**src/wic_defines.vh**
```
`ifndef WIC_DEFINES_VH
`define WIC_DEFINES_VH

// Register addresses
`define WIC_ADDR_P1_WAKE 8'hC0
`define WIC_ADDR_IRQ_FLAGS 8'hC8
`define WIC_ADDR_IRQ_EN 8'hC9
`define WIC_ADDR_MODE 8'hCA
`define WIC_ADDR_STACK 8'hDF

// Field positions
`define WIC_BIT_EXT 0
`define WIC_BIT_TA 4
`define WIC_BIT_TB 5
`define WIC_BIT_GIE 7
`define WIC_BIT_PDOWN 0
`define WIC_BIT_IDLE 1
`define WIC_BIT_SLOW 2

// Implemented bits per register
`define WIC_MASK_P1_WAKE 8'h7F
`define WIC_MASK_IRQ 8'h31
`define WIC_MASK_MODE 8'h07

// Reset values
`define WIC_RST_P1_WAKE 8'h00
`define WIC_RST_IRQ_FLAGS 8'h00
`define WIC_RST_IRQ_EN 8'h00
`define WIC_RST_MODE 8'h00
`define WIC_RST_GIE 1'b0
`define WIC_RST_VECTOR 12'h000

// Interrupt vector
`define WIC_VECTOR 12'h008

// Oscillator settling after power-down wake, in oscillator clocks
`define WIC_WAKE_CLOCKS 6'h20

// Edges after reset release before a pin difference may count as a change
`define WIC_ARM_CYCLES 3'h4

`endif

```
**src/wic_ctrl.v**
```verilog
// What this block does
// - Power-down wakes only on port 0/1 level change, always back to normal mode.
// - Green mode wakes on pin change or timer A overflow, back to prior mode.
// - Power-down wake waits 32 oscillator clocks before entering normal mode.
// - Green mode wake has no settling delay.
// - Both rising and falling edges on an enabled pin wake the system.
// - Port 0 pins always wake; port 1 pins wake only when enabled.
// - Port 1 wake enable at C0, bits 0-6, write-only, reset 0.
// - Three interrupt sources: timer A, timer B, external pin on port 0 bit 0.
// - External pin interrupt also wakes power-down into normal mode.
// - Entering interrupt service clears the global interrupt enable.
// - Return from interrupt sets the global interrupt enable again.
// - Taking an interrupt pushes return address and loads vector 8.
// - Enable register at C9: bit 0 pin, bit 4 timer A, bit 5 timer B.
// - Request register at C8: same bits, set on request, reset 0.
// - Request flags stay set until software clears them by writing.
// - Global enable is bit 7 at DF, read/write, reset 0, blocks interrupts.
// - Flags set on trigger regardless of enable; only enabled ones vector.
// - Power-down and idle request bits self-clear on resumption.
//
// Local design decision: the strobed register port.
`timescale 1ns/1ps
`include "wic_defines.vh"

module wic_ctrl (
    input wire clk,
    input wire rstn,
    input wire [7:0] reg_addr,
    input wire [7:0] reg_wdata,
    input wire reg_wr,
    input wire reg_rd,
    output reg [7:0] reg_rdata,
    input wire [7:0] port0_pins,
    input wire [6:0] port1_pins,
    input wire timer_a_ovf,
    input wire timer_b_ovf,
    input wire instr_boundary,
    input wire return_from_interrupt,
    output wire core_halt,
    output wire osc_stop,
    output wire slow_mode,
    output wire irq_level,
    output reg irq_take,
    output wire stack_push,
    output reg [11:0] vector_pc,
    output wire global_irq_enable
);

    localparam [1:0] ST_RUN = 2'b00;
    localparam [1:0] ST_PDOWN = 2'b01;
    localparam [1:0] ST_WARM = 2'b10;
    localparam [1:0] ST_GREEN = 2'b11;
    localparam NPIN = 15;

    reg [1:0] state_q;
    reg [1:0] state_d;
    reg [5:0] warm_cnt_q;
    reg [5:0] warm_cnt_d;
    reg [7:0] port1_wake_enable_q;
    reg [7:0] irq_flags_q;
    reg [7:0] irq_flags_d;
    reg [7:0] irq_enable_q;
    reg [7:0] mode_q;
    reg [7:0] mode_d;
    reg gie_q;
    reg gie_d;
    reg take_d;
    reg [7:0] rdata_d;
    reg halt_q;
    reg osc_stop_q;

    wire [NPIN-1:0] pin_raw;
    wire [NPIN-1:0] pin_wake_en;
    wire [NPIN-1:0] pin_change;
    wire pin_wake;
    wire ext_pin_event;
    wire [7:0] irq_events;
    wire [7:0] irq_active;
    wire wr_p1w;
    wire wr_flags;
    wire wr_en;
    wire wr_mode;
    wire wr_stack;

    assign pin_raw = {port1_pins, port0_pins};
    assign pin_wake_en = {port1_wake_enable_q[6:0], 8'hFF};

    // Three-stage sync; a change counts once stages two and three agree
    genvar gi;
    generate
        for (gi = 0; gi < NPIN; gi = gi + 1) begin : g_pin
            reg s1_q;
            reg s2_q;
            reg s3_q;
            reg level_q;
            always @(posedge clk or negedge rstn) begin
                if (!rstn) begin
                    s1_q <= 1'b0;
                    s2_q <= 1'b0;
                    s3_q <= 1'b0;
                    level_q <= 1'b0;
                end else begin
                    s1_q <= pin_raw[gi];
                    s2_q <= s1_q;
                    s3_q <= s2_q;
                    if (s2_q == s3_q) begin
                        level_q <= s3_q;
                    end
                end
            end
            // Either direction counts as a change
            assign pin_change[gi] = (s2_q == s3_q) && (s3_q != level_q);
        end
    endgenerate

    // A pin already high at reset takes four edges to settle, so stay blind that long
    reg [2:0] arm_q;
    always @(posedge clk or negedge rstn) begin
        if (!rstn) begin
            arm_q <= 3'h0;
        end else if (arm_q != `WIC_ARM_CYCLES) begin
            arm_q <= arm_q + 3'h1;
        end
    end

    assign pin_wake = (arm_q == `WIC_ARM_CYCLES) && (|(pin_change & pin_wake_en));
    assign ext_pin_event = (arm_q == `WIC_ARM_CYCLES) && pin_change[0];

    // Register bus decode
    assign wr_p1w = reg_wr && (reg_addr == `WIC_ADDR_P1_WAKE);
    assign wr_flags = reg_wr && (reg_addr == `WIC_ADDR_IRQ_FLAGS);
    assign wr_en = reg_wr && (reg_addr == `WIC_ADDR_IRQ_EN);
    assign wr_mode = reg_wr && (reg_addr == `WIC_ADDR_MODE);
    assign wr_stack = reg_wr && (reg_addr == `WIC_ADDR_STACK);

    // Interrupt sources
    assign irq_events[`WIC_BIT_EXT] = ext_pin_event;
    assign irq_events[3:1] = 3'b000;
    assign irq_events[`WIC_BIT_TA] = timer_a_ovf;
    assign irq_events[`WIC_BIT_TB] = timer_b_ovf;
    assign irq_events[7:6] = 2'b00;

    assign irq_active = irq_flags_q & irq_enable_q;
    assign irq_level = |irq_active;

    // Request flags: software write replaces, a same-cycle event still sets
    always @* begin
        irq_flags_d = irq_flags_q;
        if (wr_flags) begin
            irq_flags_d = reg_wdata & `WIC_MASK_IRQ;
        end
        irq_flags_d = irq_flags_d | irq_events;
    end

    // Take only at a boundary while running; several pending share one entry
    always @* begin
        take_d = 1'b0;
        if ((state_q == ST_RUN) && instr_boundary && gie_q && irq_level) begin
            take_d = 1'b1;
        end
    end

    // Global enable; hardware take wins over a same-cycle software write
    always @* begin
        gie_d = gie_q;
        if (wr_stack) begin
            gie_d = reg_wdata[`WIC_BIT_GIE];
        end
        if (return_from_interrupt) begin
            gie_d = 1'b1;
        end
        if (take_d) begin
            gie_d = 1'b0;
        end
    end

    // Operating mode sequencer
    always @* begin
        state_d = state_q;
        warm_cnt_d = warm_cnt_q;
        mode_d = mode_q;
        case (state_q)
            ST_RUN: begin
                if (wr_mode) begin
                    mode_d = reg_wdata & `WIC_MASK_MODE;
                    if (reg_wdata[`WIC_BIT_PDOWN]) begin
                        state_d = ST_PDOWN;
                    end else if (reg_wdata[`WIC_BIT_IDLE]) begin
                        state_d = ST_GREEN;
                    end
                end
            end
            ST_PDOWN: begin
                // Timers are ignored here: only pins can wake
                if (pin_wake) begin
                    state_d = ST_WARM;
                    warm_cnt_d = 6'h00;
                end
            end
            ST_WARM: begin
                // Oscillator settling before code runs again
                warm_cnt_d = warm_cnt_q + 6'h01;
                if (warm_cnt_q == (`WIC_WAKE_CLOCKS - 6'h01)) begin
                    state_d = ST_RUN;
                    mode_d[`WIC_BIT_PDOWN] = 1'b0;
                    mode_d[`WIC_BIT_IDLE] = 1'b0;
                    mode_d[`WIC_BIT_SLOW] = 1'b0;
                    warm_cnt_d = 6'h00;
                end
            end
            ST_GREEN: begin
                // Clock keeps running, so resume at once in the prior speed
                if (pin_wake || timer_a_ovf) begin
                    state_d = ST_RUN;
                    mode_d[`WIC_BIT_IDLE] = 1'b0;
                end
            end
            default: begin
                state_d = ST_RUN;
                warm_cnt_d = 6'h00;
            end
        endcase
    end

    // Read mux; wake enable is write-only and reads zero
    always @* begin
        rdata_d = 8'h00;
        if (reg_rd) begin
            case (reg_addr)
                `WIC_ADDR_IRQ_FLAGS: begin
                    rdata_d = irq_flags_q;
                end
                `WIC_ADDR_IRQ_EN: begin
                    rdata_d = irq_enable_q;
                end
                `WIC_ADDR_MODE: begin
                    rdata_d = mode_q;
                end
                `WIC_ADDR_STACK: begin
                    rdata_d = {gie_q, 7'h00};
                end
                default: begin
                    rdata_d = 8'h00;
                end
            endcase
        end
    end

    always @(posedge clk or negedge rstn) begin
        if (!rstn) begin
            port1_wake_enable_q <= `WIC_RST_P1_WAKE;
        end else if (wr_p1w) begin
            port1_wake_enable_q <= reg_wdata & `WIC_MASK_P1_WAKE;
        end
    end

    always @(posedge clk or negedge rstn) begin
        if (!rstn) begin
            irq_enable_q <= `WIC_RST_IRQ_EN;
        end else if (wr_en) begin
            irq_enable_q <= reg_wdata & `WIC_MASK_IRQ;
        end
    end

    always @(posedge clk or negedge rstn) begin
        if (!rstn) begin
            irq_flags_q <= `WIC_RST_IRQ_FLAGS;
        end else begin
            irq_flags_q <= irq_flags_d;
        end
    end

    always @(posedge clk or negedge rstn) begin
        if (!rstn) begin
            gie_q <= `WIC_RST_GIE;
        end else begin
            gie_q <= gie_d;
        end
    end

    always @(posedge clk or negedge rstn) begin
        if (!rstn) begin
            state_q <= ST_RUN;
        end else begin
            state_q <= state_d;
        end
    end

    always @(posedge clk or negedge rstn) begin
        if (!rstn) begin
            warm_cnt_q <= 6'h00;
        end else begin
            warm_cnt_q <= warm_cnt_d;
        end
    end

    always @(posedge clk or negedge rstn) begin
        if (!rstn) begin
            mode_q <= `WIC_RST_MODE;
        end else begin
            mode_q <= mode_d;
        end
    end

    // Status pins come from flops so the core never sees decode glitches
    always @(posedge clk or negedge rstn) begin
        if (!rstn) begin
            halt_q <= 1'b0;
            osc_stop_q <= 1'b0;
        end else begin
            halt_q <= (state_d != ST_RUN);
            osc_stop_q <= (state_d == ST_PDOWN);
        end
    end

    always @(posedge clk or negedge rstn) begin
        if (!rstn) begin
            irq_take <= 1'b0;
        end else begin
            irq_take <= take_d;
        end
    end

    // Vector holds after entry so a slow fetch still finds it
    always @(posedge clk or negedge rstn) begin
        if (!rstn) begin
            vector_pc <= `WIC_RST_VECTOR;
        end else if (take_d) begin
            vector_pc <= `WIC_VECTOR;
        end
    end

    always @(posedge clk or negedge rstn) begin
        if (!rstn) begin
            reg_rdata <= 8'h00;
        end else begin
            reg_rdata <= rdata_d;
        end
    end

    // Core pushes the return address when this pulse arrives
    assign stack_push = irq_take;
    assign core_halt = halt_q;
    assign osc_stop = osc_stop_q;
    assign slow_mode = mode_q[`WIC_BIT_SLOW];
    assign global_irq_enable = gie_q;

endmodule

```
**config.mk**
```make
export PLATFORM = sky130hd
export DESIGN_NAME = wic_ctrl
export DESIGN_NICKNAME = d
export VERILOG_FILES = /design/src/wic_ctrl.v
export VERILOG_INCLUDE_DIRS = /design/src
export SDC_FILE = /design/constraint.sdc
export NUM_CORES = 1
export LEC_CHECK = 0
export BUFFER_PORTS_ARGS = -buffer_cell sky130_fd_sc_hd__buf_4
export CAP_MARGIN = 20
export CORE_UTILIZATION = 40
export DETAILED_ROUTE_END_ITERATION = 8
export PLACE_DENSITY = 0.59
export REMOVE_ABC_BUFFERS = 1
export SLEW_MARGIN = 20
export SYNTH_ARGS = -nofsm -noshare
export SYNTH_HDL_FRONTEND = slang
export SYNTH_SLANG_ARGS = --single-unit
```
**constraint.sdc**
```tcl
create_clock -name clk -period 2.1 [get_ports clk]
set_clock_uncertainty 0.15 [all_clocks]
set_input_delay 0.105 -clock clk [delete_from_list [all_inputs] [get_ports clk]]
set_output_delay 0.105 -clock clk [all_outputs]
set_load 0.05 [all_outputs]
```
==> results.sh <==
export IMPL_cp_max_fo=3
export IMPL_seqPwrFrac_pct=49.2
export IMPL_setup_tns_ns=0
export IMPL_cp_end_kind="flop"
export IMPL_firstDrtPassIters=4
export IMPL_n_antenna_cell=0
export IMPL_syn_avg_cell_area_um2=12.2
export IMPL_sw_frac_of_total_pct=31.5
export IMPL_worst_slew_pin_slew_ns=0.515
export IMPL_cap_violations=0
export IMPL_layout_commonest_cell="dfrtp_1"
export IMPL_ir_drop_v=0.000323
export IMPL_critPathKind="flop to flop"
export IMPL_initial_core_util_pct=41.8
export IMPL_clkLatencyLatePin_ns=0.36
export IMPL_setup_viol=0
export IMPL_cts_buffer_depth=2
export IMPL_met3_usage_pct=2.77
export IMPL_multi_input_area_um2=1350
export IMPL_hold_viol=0
export IMPL_fill_cells=803
export IMPL_drive_gt1_share_pct=24.5
export IMPL_most_common_layout_cells="dfrtp_1, buf_4, nand2_1"
export IMPL_synth_top_cell_area_share_pct=63.0
export IMPL_arrival_ns=2.16
export IMPL_synthArstFlopShare_pct=100
export IMPL_grt_use_total_pct=15.5
export IMPL_synth_edf_count=0
export IMPL_switchingPower_uw=1420
export IMPL_grtUsageMet1_pct=21.1
export IMPL_p_leak_uw=0.00230
export IMPL_powerDensity_nw_per_um2=894
export IMPL_htreeDepth=3
export IMPL_dieArea_um2=10100
export IMPL_cts_tree="done"
export IMPL_fp_coreArea_um2=9330
export IMPL_clock_sinks=98
export IMPL_p_int_uw=3090
export IMPL_vias_per_cell=4.81
export IMPL_vias=2678
export IMPL_die_h_um=101
export IMPL_gp_congestion=0.775
export IMPL_critical_path_required_ns=2.20
export IMPL_ctsRootBufferMaster="clkbuf_8"
export IMPL_yosysTopAreaCell="dfrtp_1"
export IMPL_die_w_um=101
export IMPL_io_pins=66
export IMPL_top_usage_layer="met2"
export IMPL_pwr_share_comb_pct=23.9
export IMPL_first_global_vias=2583
export IMPL_synth_cell_type_count=53
export IMPL_drt_first_iter_violations=64
export IMPL_status="complete, no violations"
export IMPL_final_nets=465
export IMPL_yosys_top_cells_area="dfrtp_1, maj3_1, nand2_1"
export IMPL_grt_start_max_net_pins=36
export IMPL_rsz0062_at_grt="yes"
export IMPL_ant_nets=0
export IMPL_portBuffers=52
export IMPL_ys_warn_count=0
export IMPL_seq_area_um2=2450
export IMPL_ys_flop_type="dfrtp_1"
export IMPL_hold_path_class="input pin to async pin"
export IMPL_syn2layout_area_growth_pct=29.5
export IMPL_dp_hpwl_mm=4.93
export IMPL_fmax_ghz=0.484
export IMPL_p_clk_share_pct=26.9
export IMPL_ys_ff_latch=98
export IMPL_fin_crit_ns=2.07
export IMPL_syn_inst=319
export IMPL_place_inst=503
export IMPL_synth_area_um2=3890
export IMPL_numCtsBuffers=9
export IMPL_clk_pin_slew_ns=0.10
export IMPL_routed_wl_mm=7.19
export IMPL_antenna_found_initial=0
export IMPL_stdcell_count=557
export IMPL_timing_slew_headroom_pct=65.6
export IMPL_drc_errors=0
export IMPL_period_share_pct=98.5
export IMPL_placementRows=35
export IMPL_drv_slew=0
export IMPL_grt_pass1_wl_mm=12.0
export IMPL_overflow=0
export IMPL_critPathLaunchType="flop"
export IMPL_wire_per_inst_um=12.9
export IMPL_met2_usage_pct=23.6
export IMPL_power_uw=4510
export IMPL_synth_seq_area_share_pct=63.0
==> power groups by stage <==
stage	logic [µW]	registers, µW	clock network [µW]
2_1_floorplan	495	2390	0
3_3_place_gp	986	2250	0
3_5_place_dp	1000	2260	0
4_1_cts	1060	2220	1250
5_1_grt	1180	2250	1330
6_report	1080	2220	1210
==> synthesized netlist by cell type, drive strengths merged, types with 2 or more instances <==
library cell and instances:
nand2b 2, a211oi 2, nor4 3, maj3 15, clkbuf 4, and3 4
or2b 3, buf 16, or4 2, nand2 38, o22ai 8, nand4 2
mux2 10, and3b 2, o211ai 2, nand4b 3, and4b 4, nor3 8
ha 3, dfrtp 98, o21ai 14, nor2 21, o31ai 3, nand3 5
a31oi 5, a21oi 7, inv 6, a22oi 2, nand3b 2, o221ai 2
or2 2, mux2i 4, a21o 2, nor3b 2
==> through the flow <==
stage                     instance area [µm²]  hold WS [ns]  util [%]  worst slack [ns]
final                                    5040        0.0870      54.1            0.0323
after global routing                     5040         0.101      54.1           -0.0601
after CTS                                5010        0.0784      53.7           0.00786
after detailed placement                 4450       -0.0598      47.8            0.0309
after global placement                   4450       -0.0704      47.8            0.0655
after floorplan                          3810        -0.341         -             0.110
==> flip-flops by register name, summed over array words and instances (netlist names), 2 cells and up <==
name / count
reg_rdata: 6
mode_q: 3
g_pin.s1_q: 15
g_pin.level_q: 15
irq_enable_q: 3
warm_cnt_q: 6
irq_flags_q: 3
port1_wake_enable_q: 7
g_pin.s3_q: 15
g_pin.s2_q: 15
state_q: 2
arm_q: 3
==> cell families after synthesis <==
logic type	count (synthesis)	synth area share, %
AND/OR/NAND/NOR	108	15.0
buffers and inverters	27	4.08
adder cells (fa/ha/maj)	18	4.82
other	1	0.0963
AO/OA/AOI/OAI	52	8.87
multiplexers	14	3.92
flip-flops	98	63.0
XOR/XNOR	1	0.225
==> metal layers <==
| layer | routed length, µm | vias up | share of wire (%) |
|---|---|---|---|
| met1 | 3510 | 1284 | 49 |
| met2 | 3240 | 65 | 45 |
| met3 | 288 | 11 | 4.0 |
| li1 | - | 1318 | - |
| met5 | 0 | - | 0 |
| met4 | 148 | 0 | 2.1 |
==> critical path, stage by stage (launching register included) <==
cell and delay [ns]:
dfrtp_1 0.40, or2b_2 0.17, o22ai_2 0.06, or4_4 0.52, nor4_4 0.22, a211oi_2 0.15
a211o_1 0.29
==> final timing paths <==
check | from | endpoint | slack, ns | cells past startpoint
worst max-delay path | g_pin[1].level_q$_DFFE_PN0P_ | state_q[1]$_DFF_PN0_ | 0.03 | 6
worst min-delay path | rstn | g_pin[3].level_q$_DFFE_PN0P_ | 0.09 | 2
worst max register to register | g_pin[1].level_q$_DFFE_PN0P_ | state_q[1]$_DFF_PN0_ | 0.03 | 6
worst min register to register | g_pin[5].s1_q$_DFF_PN0_ | g_pin[5].s2_q$_DFF_PN0_ | 0.20 | 0
max in group asynchronous | rstn | arm_q[0]$_DFFE_PN0N_ | 1.01 | 3
min in group clk | reg_addr[4] | reg_rdata[2]$_DFF_PN0_ | 0.13 | 4
==> cell type report <==
| class | instances | area share [%] |
|---|---|---|
| Inverter | 7 | 0.521 |
| Clock inverter | 5 | 1.24 |
| Multi-Input combinational cell | 206 | 26.8 |
| Timing Repair Buffer | 101 | 17.1 |
| Tap cell | 129 | 3.20 |
| Sequential cell | 98 | 48.6 |
| Clock buffer | 11 | 2.60 |
==> timing repair <==
action	CTS	global route
resized for setup	0	6
hold buffers	36	0
endpoints found under the hold margin	112	0
endpoints found under the setup margin	0	12
setup buffers	0	2
(Power assumes the default switching activity.)
